[src/logic/opm_pkg.sv]
// Constants and types shared by the operating mode controller files.
package opm_pkg;
	localparam int ADDR_W = 4;
	localparam int DATA_W = 8;
	localparam int NOSC = 3;
	localparam int NPA = 8;
	localparam int NIRQ = 8;

	localparam logic [3:0] OFF_SYS_CLOCK_CTRL = 4'h0;
	localparam logic [3:0] OFF_INT_HIGH_OSC_CTRL = 4'h1;
	localparam logic [3:0] OFF_EXT_HIGH_OSC_CTRL = 4'h2;
	localparam logic [3:0] OFF_EXT_LOW_OSC_CTRL = 4'h3;
	localparam logic [3:0] OFF_STATUS = 4'h4;
	localparam logic [3:0] OFF_PORTA_WAKE_EN = 4'h5;

	localparam int SCC_DIV_HI = 7;
	localparam int SCC_DIV_LO = 5;
	localparam int SCC_FAST_SRC = 3;
	localparam int SCC_SLOW_SRC = 2;
	localparam int SCC_HS_KEEP = 1;
	localparam int SCC_LS_KEEP = 0;
	localparam logic [7:0] SCC_MASK = 8'hef;

	localparam int OSC_EN_BIT = 0;
	localparam int OSC_STABLE_BIT = 1;
	localparam int INT_HIGH_OSC_FREQ_LO = 2;
	localparam int INT_HIGH_OSC_FREQ_HI = 3;
	localparam logic [7:0] LXT_READ_ONE = 8'h04;

	localparam int STAT_HALT = 0;
	localparam int STAT_WDT = 1;
	localparam int STAT_MODE_LO = 2;

	localparam logic [7:0] SCC_RST = 8'h00;
	localparam logic INT_HIGH_OSC_EN_RST = 1'b1;
	localparam logic [1:0] INT_HIGH_OSC_FREQ_RST = 2'b00;
	localparam logic HXT_EN_RST = 1'b0;
	localparam logic LXT_EN_RST = 1'b0;
	localparam logic [7:0] PORTA_WAKE_EN_RST = 8'h00;

	localparam logic [2:0] DIV_SUB = 3'h7;
	localparam int OSC_INT_HIGH_OSC = 0;
	localparam int OSC_HXT = 1;
	localparam int OSC_LXT = 2;

	typedef enum logic [2:0] {
		OPM_RUN, OPM_SWITCH, OPM_SLEEP, OPM_IDLE_SUB_ONLY,
		OPM_IDLE_BOTH_CLOCKS, OPM_IDLE_HIGH_ONLY, OPM_WAKE
	} opm_mode_t;

	typedef enum logic [1:0] {
		WK_RESUME, WK_IRQ, WK_WDT, WK_RESET
	} opm_wake_t;
endpackage

[src/logic/opm_osc_if.sv]
// Signals between the controller and one oscillator stable tracker.
`timescale 1ns/10ps
`default_nettype none
interface opm_osc_if;
	logic en;
	logic restart;
	logic rdy;
	logic stable;
	modport trk (input en, input restart, input rdy, output stable);
	modport ctl (output en, output restart, output rdy, input stable);
endinterface
`default_nettype wire

[src/logic/opm_ctrl.sv]
// Operating mode, clock gating and wake-up controller.
//
// Local design decisions: the address-and-strobe port and the placing of the registers.
`timescale 1ns/10ps
`default_nettype none
module opm_ctrl
(
	input wire logic clk,
	input wire logic reset,
	input wire logic [opm_pkg::ADDR_W-1:0] addr,
	input wire logic [opm_pkg::DATA_W-1:0] wdata,
	input wire logic wr_stb,
	input wire logic rd_stb,
	output logic [opm_pkg::DATA_W-1:0] rdata,
	input wire logic halt_exec,
	input wire logic clr_wdt_exec,
	input wire logic ext_rst_pin_n,
	input wire logic [opm_pkg::NPA-1:0] porta_pins,
	input wire logic [opm_pkg::NIRQ-1:0] irq_req,
	input wire logic [opm_pkg::NIRQ-1:0] irq_en,
	input wire logic stack_full,
	input wire logic wdt_enabled,
	input wire logic wdt_overflow,
	input wire logic [opm_pkg::NOSC-1:0] osc_rdy,
	output logic [opm_pkg::NOSC-1:0] osc_en,
	output logic int_low_osc_en,
	output logic [1:0] int_high_osc_freq_sel,
	output logic high_clk_on,
	output logic sub_clk_on,
	output logic cpu_clk_on,
	output logic sys_on_sub,
	output logic [2:0] sys_div_sel,
	output logic fast_src,
	output logic state_hold,
	output logic wdt_clear,
	output logic wdt_run,
	output logic sys_reset_req,
	output logic wdt_reset_req,
	output logic resume_next,
	output logic irq_take
);
	import opm_pkg::*;

	function automatic logic hit(input logic [3:0] a, input logic [3:0] off);
		return a == off;
	endfunction

	opm_mode_t mode_reg, mode_next;
	opm_wake_t cause_reg, cause_next;
	logic [7:0] scc_reg;
	logic int_high_osc_en_reg;
	logic [1:0] int_high_osc_freq_reg;
	logic hxt_en_reg;
	logic lxt_en_reg;
	logic [NPA-1:0] porta_wake_en_reg;
	logic [NPA-1:0] pa_prev_reg;
	logic [NIRQ-1:0] irq_mask_reg;
	logic pdf_reg, pdf_next;
	logic to_reg, to_next;
	logic on_sub_reg, on_sub_next;
	logic [7:0] rdata_reg;
	logic wdt_clear_reg;
	logic sys_reset_reg;
	logic wdt_reset_reg;
	logic resume_reg;
	logic irq_take_reg;
	logic [NOSC-1:0] stable;

	opm_osc_if osc_if[NOSC]();

	wire wr_scc = wr_stb & hit(addr, OFF_SYS_CLOCK_CTRL);
	wire wr_int_high_osc = wr_stb & hit(addr, OFF_INT_HIGH_OSC_CTRL);
	wire wr_hxt = wr_stb & hit(addr, OFF_EXT_HIGH_OSC_CTRL);
	wire wr_lxt = wr_stb & hit(addr, OFF_EXT_LOW_OSC_CTRL);
	wire wr_porta_wake_en = wr_stb & hit(addr, OFF_PORTA_WAKE_EN);

	wire [2:0] div_field = scc_reg[SCC_DIV_HI:SCC_DIV_LO];
	wire fast_clk_src_sel = scc_reg[SCC_FAST_SRC];
	wire slow_clk_src_sel = scc_reg[SCC_SLOW_SRC];
	wire hs_osc_halt_keep = scc_reg[SCC_HS_KEEP];
	wire ls_osc_halt_keep = scc_reg[SCC_LS_KEEP];
	wire target_sub = (div_field == DIV_SUB);

	wire int_high_osc_stable = stable[OSC_INT_HIGH_OSC];
	wire ext_high_osc_stable = stable[OSC_HXT];
	wire high_stable = fast_clk_src_sel ? ext_high_osc_stable
		: int_high_osc_stable;
	// The internal low oscillator has no ready indication of its own.
	wire sub_stable = slow_clk_src_sel ? stable[OSC_LXT] : 1'b1;
	wire tgt_stable = target_sub ? sub_stable : high_stable;
	wire sys_stable = on_sub_reg ? sub_stable : high_stable;

	wire low_pwr = (mode_reg == OPM_SLEEP) || (mode_reg == OPM_IDLE_SUB_ONLY)
		|| (mode_reg == OPM_IDLE_BOTH_CLOCKS) || (mode_reg == OPM_IDLE_HIGH_ONLY);
	wire allow_high = (mode_reg == OPM_RUN) || (mode_reg == OPM_SWITCH)
		|| (mode_reg == OPM_WAKE) || (mode_reg == OPM_IDLE_BOTH_CLOCKS)
		|| (mode_reg == OPM_IDLE_HIGH_ONLY);
	wire allow_sub = (mode_reg == OPM_RUN) || (mode_reg == OPM_SWITCH)
		|| (mode_reg == OPM_WAKE) || (mode_reg == OPM_IDLE_SUB_ONLY)
		|| (mode_reg == OPM_IDLE_BOTH_CLOCKS);

	wire halt_take = (mode_reg == OPM_RUN) & halt_exec;
	wire [NPA-1:0] pa_fall = pa_prev_reg & ~porta_pins & porta_wake_en_reg;
	// Requests already raised at halt are masked out of the wake decision.
	wire [NIRQ-1:0] irq_new = irq_req & ~irq_mask_reg;
	wire irq_wake = |irq_new;
	wire irq_serve = (|(irq_new & irq_en)) & ~stack_full;
	wire rst_wake = ~ext_rst_pin_n;
	wire any_wake = rst_wake | wdt_overflow | irq_wake | (|pa_fall);
	wire int_high_osc_restart = wr_int_high_osc & int_high_osc_en_reg
		& (wdata[INT_HIGH_OSC_FREQ_HI:INT_HIGH_OSC_FREQ_LO] != int_high_osc_freq_reg);

	wire [NOSC-1:0] osc_en_w = {lxt_en_reg & allow_sub,
		hxt_en_reg & allow_high, int_high_osc_en_reg & allow_high};

	genvar g;
	generate
		for (g = 0; g < NOSC; g = g + 1)
		begin : g_osc
			assign osc_if[g].en = osc_en_w[g];
			assign osc_if[g].restart = (g == OSC_INT_HIGH_OSC) ? int_high_osc_restart : 1'b0;
			assign osc_if[g].rdy = osc_rdy[g];
			assign stable[g] = osc_if[g].stable;
			opm_osc_stable u_trk
			(
				.clk(clk),
				.reset(reset),
				.osc(osc_if[g].trk)
			);
		end
	endgenerate

	always_comb
	begin
		mode_next = mode_reg;
		cause_next = cause_reg;
		on_sub_next = on_sub_reg;
		unique case (mode_reg)
			OPM_RUN:
			begin
				if (halt_exec)
				begin
					if (!hs_osc_halt_keep && !ls_osc_halt_keep)
						mode_next = OPM_SLEEP;
					else if (!hs_osc_halt_keep)
						mode_next = OPM_IDLE_SUB_ONLY;
					else if (ls_osc_halt_keep)
						mode_next = OPM_IDLE_BOTH_CLOCKS;
					else
						mode_next = OPM_IDLE_HIGH_ONLY;
				end
				else if (target_sub != on_sub_reg && tgt_stable)
					mode_next = OPM_SWITCH;
			end
			OPM_SWITCH:
			begin
				// One gated cycle around the source change keeps it glitch-free.
				on_sub_next = target_sub;
				mode_next = OPM_RUN;
			end
			OPM_SLEEP, OPM_IDLE_SUB_ONLY, OPM_IDLE_BOTH_CLOCKS, OPM_IDLE_HIGH_ONLY:
			begin
				if (any_wake)
				begin
					mode_next = OPM_WAKE;
					if (rst_wake)
						cause_next = WK_RESET;
					else if (wdt_overflow)
						cause_next = WK_WDT;
					else if (irq_serve)
						cause_next = WK_IRQ;
					else
						cause_next = WK_RESUME;
				end
			end
			OPM_WAKE:
			begin
				if (sys_stable)
					mode_next = OPM_RUN;
			end
			default:
				mode_next = OPM_RUN;
		endcase
	end

	// Set wins over clear on both status flags.
	assign pdf_next = halt_take ? 1'b1
		: (clr_wdt_exec ? 1'b0 : pdf_reg);
	assign to_next = wdt_overflow ? 1'b1
		: (halt_take ? 1'b0 : to_reg);

	wire wake_done = (mode_reg == OPM_WAKE) & sys_stable;

	wire [7:0] rd_scc = scc_reg & SCC_MASK;
	wire [7:0] rd_int_high_osc = {4'h0, int_high_osc_freq_reg, int_high_osc_stable, int_high_osc_en_reg};
	wire [7:0] rd_hxt = {6'h00, ext_high_osc_stable, hxt_en_reg};
	wire [7:0] rd_lxt = LXT_READ_ONE | {6'h00, stable[OSC_LXT], lxt_en_reg};
	wire [7:0] rd_stat = {3'h0, mode_reg, to_reg, pdf_reg};
	wire [7:0] rd_mux = hit(addr, OFF_SYS_CLOCK_CTRL) ? rd_scc
		: hit(addr, OFF_INT_HIGH_OSC_CTRL) ? rd_int_high_osc
		: hit(addr, OFF_EXT_HIGH_OSC_CTRL) ? rd_hxt
		: hit(addr, OFF_EXT_LOW_OSC_CTRL) ? rd_lxt
		: hit(addr, OFF_STATUS) ? rd_stat
		: hit(addr, OFF_PORTA_WAKE_EN) ? porta_wake_en_reg
		: 8'h00;

	always_ff @(posedge clk)
	begin
		if (reset)
		begin
			scc_reg <= SCC_RST;
			int_high_osc_en_reg <= INT_HIGH_OSC_EN_RST;
			int_high_osc_freq_reg <= INT_HIGH_OSC_FREQ_RST;
			hxt_en_reg <= HXT_EN_RST;
			lxt_en_reg <= LXT_EN_RST;
			porta_wake_en_reg <= PORTA_WAKE_EN_RST;
		end
		else
		begin
			if (wr_scc)
				scc_reg <= wdata & SCC_MASK;
			if (wr_int_high_osc)
			begin
				int_high_osc_en_reg <= wdata[OSC_EN_BIT];
				int_high_osc_freq_reg <= wdata[INT_HIGH_OSC_FREQ_HI:INT_HIGH_OSC_FREQ_LO];
			end
			if (wr_hxt)
				hxt_en_reg <= wdata[OSC_EN_BIT];
			if (wr_lxt)
				lxt_en_reg <= wdata[OSC_EN_BIT];
			if (wr_porta_wake_en)
				porta_wake_en_reg <= wdata;
		end
	end

	always_ff @(posedge clk)
	begin
		if (reset)
		begin
			mode_reg <= OPM_RUN;
			cause_reg <= WK_RESUME;
			on_sub_reg <= 1'b0;
			pdf_reg <= 1'b0;
			to_reg <= 1'b0;
			pa_prev_reg <= {NPA{1'b1}};
			irq_mask_reg <= {NIRQ{1'b0}};
			rdata_reg <= 8'h00;
		end
		else
		begin
			mode_reg <= mode_next;
			cause_reg <= cause_next;
			on_sub_reg <= on_sub_next;
			pdf_reg <= pdf_next;
			to_reg <= to_next;
			pa_prev_reg <= porta_pins;
			if (halt_take)
				irq_mask_reg <= irq_req;
			rdata_reg <= rd_stb ? rd_mux : 8'h00;
		end
	end

	always_ff @(posedge clk)
	begin
		if (reset)
		begin
			wdt_clear_reg <= 1'b0;
			sys_reset_reg <= 1'b0;
			wdt_reset_reg <= 1'b0;
			resume_reg <= 1'b0;
			irq_take_reg <= 1'b0;
		end
		else
		begin
			wdt_clear_reg <= halt_take;
			sys_reset_reg <= wake_done & (cause_reg == WK_RESET);
			// In run mode an overflow resets at once; in the switch and wake states it is ignored.
			wdt_reset_reg <= (wake_done & (cause_reg == WK_WDT))
				| ((mode_reg == OPM_RUN) & wdt_overflow);
			resume_reg <= wake_done & (cause_reg == WK_RESUME);
			irq_take_reg <= wake_done & (cause_reg == WK_IRQ);
		end
	end

	assign rdata = rdata_reg;
	assign osc_en = osc_en_w;
	assign int_low_osc_en = (allow_sub & ~slow_clk_src_sel) | wdt_enabled;
	assign int_high_osc_freq_sel = int_high_osc_freq_reg;
	assign high_clk_on = allow_high & high_stable;
	assign sub_clk_on = allow_sub & sub_stable;
	assign cpu_clk_on = (mode_reg == OPM_RUN);
	assign sys_on_sub = on_sub_reg;
	assign sys_div_sel = div_field;
	assign fast_src = fast_clk_src_sel;
	assign state_hold = low_pwr;
	assign wdt_clear = wdt_clear_reg;
	assign wdt_run = wdt_enabled & ~wdt_clear_reg;
	assign sys_reset_req = sys_reset_reg;
	assign wdt_reset_req = wdt_reset_reg;
	assign resume_next = resume_reg;
	assign irq_take = irq_take_reg;
endmodule
`default_nettype wire

[src/logic/opm_osc_stable.sv]
// Stable flag tracker for one oscillator.
`timescale 1ns/10ps
`default_nettype none
module opm_osc_stable
(
	input wire logic clk,
	input wire logic reset,
	opm_osc_if.trk osc
);
	logic en_d_reg;
	logic stable_reg;
	logic stable_next;
	wire restart_now = (osc.en & ~en_d_reg) | osc.restart;

	// A restart forces one low cycle even if the ready input never drops.
	assign stable_next = restart_now ? 1'b0 : (osc.en & osc.rdy);
	assign osc.stable = stable_reg;

	always_ff @(posedge clk)
	begin
		if (reset)
		begin
			en_d_reg <= 1'b0;
			stable_reg <= 1'b0;
		end
		else
		begin
			en_d_reg <= osc.en;
			stable_reg <= stable_next;
		end
	end
endmodule
`default_nettype wire

[config.mk]
export PLATFORM = sky130hd
export DESIGN_NAME = opm_ctrl
export DESIGN_NICKNAME = d
export VERILOG_FILES = /design/src/logic/opm_pkg.sv /design/src/logic/opm_osc_if.sv /design/src/logic/opm_ctrl.sv /design/src/logic/opm_osc_stable.sv
export SDC_FILE = /design/constraint.sdc
export NUM_CORES = 1
export LEC_CHECK = 0
export ABC_AREA = 1
export BUFFER_PORTS_ARGS = -buffer_cell sky130_fd_sc_hd__clkbuf_2
export CORE_MARGIN = 2
export CORE_UTILIZATION = 55
export DETAILED_ROUTE_END_ITERATION = 8
export PLACE_DENSITY = 0.8
export SYNTH_ARGS = -nofsm -noshare
export SYNTH_HDL_FRONTEND = slang
export SYNTH_HIERARCHICAL = 1
export SYNTH_SLANG_ARGS = --single-unit
export TNS_END_PERCENT = 5
[constraint.sdc]
create_clock -name clk -period 3.47 [get_ports clk]
set_input_delay 0.5205 -clock clk [delete_from_list [all_inputs] [get_ports clk]]
set_output_delay 0.5205 -clock clk [all_outputs]
set_load 0.05 [all_outputs]
==> flow_metrics.tcl <==
set metrics [dict create \
    final.min_clock_period_ps 2420 \
    synth_cell_type_count 34 \
    gp_congestion 0.893 \
    synth_seq_cells 63 \
    syn2layout_area_growth_pct 20.4 \
    holdPathEnd "pa_prev_reg[6]$_SDFF_PP1_" \
    drt_iter0_markers 153 \
    period_share 0.697 \
    die_height_um 76.8 \
    ys.flop_type "dfxtp_1" \
    dieArea_mm2 0.00589 \
    worstReg2RegEnd "g_osc[2].u_trk/en_d_reg$_SDFF_PP0_" \
    crit_type "register to output port" \
    rows 26 \
    grt_pass1_wl_um 11600 \
    crit_chain "inv_1 -> ha_1 -> nor3b_1 -> nor2_1 -> clkbuf_2" \
    final_cell_mix "clkbuf_2, nand2_1, dfxtp_1" \
    path_max_fanout 5 \
    slowest_stage "nor3b_1" \
    netlist_instances 404 \
    worst_pin_slew_ps 520 \
    drive_above_1_share 0.250 \
    cts_hold_buf 0 \
    finClkSkew_ps 4.92 \
    vias 2851 \
    outcome "finished clean" \
    clock_path_buffers 2 \
    worstHoldStart "porta_pins[6]" \
    grt_pass1_vias 2649 \
    yosysSeqAreaShare 0.433 \
    finalPower_mw 2.20 \
    crit_path_end_kind "output port" \
    required_ps 2950 \
    grt.total_usage 0.248 \
    hp-class "primary input to register" \
    crit_arrival_ps 1900 \
    rsz0062_at_grt "false" \
    firstDrtPassIters 5 \
    clock_latency_ps 340 \
    netlist_area_mm2 0.00291 \
    p_leak_nw 1.62 \
    io_pins 78 \
    final_util 0.686 \
    n_fill_cell 434 \
    drv_slew 0 \
    cts_tree "done" \
    critPathTopFamily "simple AND/OR/NAND/NOR gates" \
    r2r_start "mode_reg[2]$_SDFFE_PP0P_" \
    drtAntennaViolNets 0 \
    min_path_cells 3 \
    relSlewSlack 0.653 \
    h-tree-depth 3 \
    tns_ps 0 \
    clk_pin_slew_worst_paths_ps 60 \
    vdd_drop_max_mv 0.566 \
    totalWireLength_um 6830 \
    vias_per_cell 5.15 \
    ff2ff_path_depth 6 \
    crit_cells 5 \
    grt_max_degree 28 \
    cp_slowest_stage_delay_ps 460 \
    die_w_um 76.8 \
    drc 0 \
    post-dp-hpwl_um 5140 \
    syn_area_per_cell_um2 7.21 \
    clock-root-buffer "clkbuf_8" \
    yosys_warnings 6 \
    cts_sinks 63 \
    post_cts_resized 0 \
    max_freq_ghz 0.413 \
    reg2reg_slack_ps 1930 \
    async_flop_share 0 \
    cap_violations 0 \
    antenna_found_initial 0 \
    nets 530 \
    worstSetupStartpointType "register" \
    timing.critical_path.buf_inv 2 \
    setup_violations 0 \
    synth-edff-count 0 \
    antenna_cells 0 \
    port_buffers 77 \
    grt-ovfl-total 0 \
    tritoncts.num_buffers 9 \
    layout_commonest_cell "clkbuf_2" \
    hold_viol_final 0 \
    power.density_mw_per_mm2 627 \
    coreArea_mm2 0.00511 \
    post_cts_buffers 0 \
    start_util 0.570 \
    wl_per_cell_um 12.3 \
]
-- layer usage --
metal,track usage,vias to the layer above,share of wire
met1,0.307,1272,0.44
met3,0.0424,17,0.067
met2,0.402,114,0.46
met5,0,-,0
met4,0.149,0,0.027
li1,-,1448,-
-- stage by stage --
stage | instance area [um^2] | setup WS (ps) | hold slack [ps] | cells
2_1_floorplan | 2920 | 1200 | 424 | 405
3_3_place_gp | 3300 | 1500 | 437 | 538
3_5_place_dp | 3300 | 1410 | 438 | 538
4_1_cts | 3510 | 1040 | 364 | 554
5_1_grt | 3510 | 891 | 390 | 554
6_report | 3510 | 1050 | 372 | 554
-- area by class of cell --
type	instances	area, um^2	area share
Multi-Input combinational cell	260	1300	0.372
Sequential cell	63	1260	0.360
Timing Repair Buffer	78	393	0.112
Inverter	67	251	0.0717
Clock buffer	13	169	0.0482
Tap cell	70	87.6	0.0250
Clock inverter	3	40.0	0.0114
-- synthesized netlist by cell type (3+ instances only) --
library cell  instances  area [um^2]
o21ai_1               4         20.0
nand2_1              68          255
nor2_2                6         37.5
nor2_1               35          131
inv_2                 5         18.8
a21oi_1              41          205
nand3_1              40          200
dfxtp_1              63         1260
o21ai_0              25          125
nand2_2               8         50.1
inv_1                62          233
o22ai_1               5         31.3
buf_4                 7         52.6
a31oi_1               3         18.8
clkbuf_1              4         15.0
-- logic make-up (layout without fill, tap and decap cells) --
family / Yosys count / after routing / share of synthesized area
AO/OA/AOI/OAI: 85 / 85 / 0.162
XOR/XNOR: 2 / 2 / 0.00601
adder cells (fa/ha/maj): 2 / 2 / 0.00859
buffers and inverters: 82 / 161 / 0.121
flip-flops: 63 / 63 / 0.433
other: 1 / 2 / 0.00129
AND/OR/NAND/NOR: 169 / 169 / 0.269
-- worst register-to-register path: stages (launching register included) --
cell     delay, ps
dfxtp_1        400
inv_1          110
ha_1           190
nor3b_1        460
nor2_1         140
nand2_2        110
inv_1           40
-- how the worst max path moves through the flow --
stage | from | to | slack [ps]
6_report | mode_reg[2]$_SDFFE_PP0P_ | osc_en[2] | 1050
4_1_cts | mode_reg[2]$_SDFFE_PP0P_ | osc_en[2] | 1040
3_3_place_gp | mode_reg[2]$_SDFFE_PP0P_ | osc_en[2] | 1500
3_5_place_dp | mode_reg[2]$_SDFFE_PP0P_ | osc_en[2] | 1410
2_1_floorplan | mode_reg[1]$_SDFFE_PP0P_ | int_low_osc_en | 1200
5_1_grt | mode_reg[2]$_SDFFE_PP0P_ | int_low_osc_en | 890
-- where the power goes --
group,switching (mW),internal [mW],total [mW]
logic,0.493,0.182,0.675
registers,0.0474,0.810,0.858
clock network,0.277,0.388,0.666
total,0.818,1.38,2.20
(Power assumes the default switching activity.)
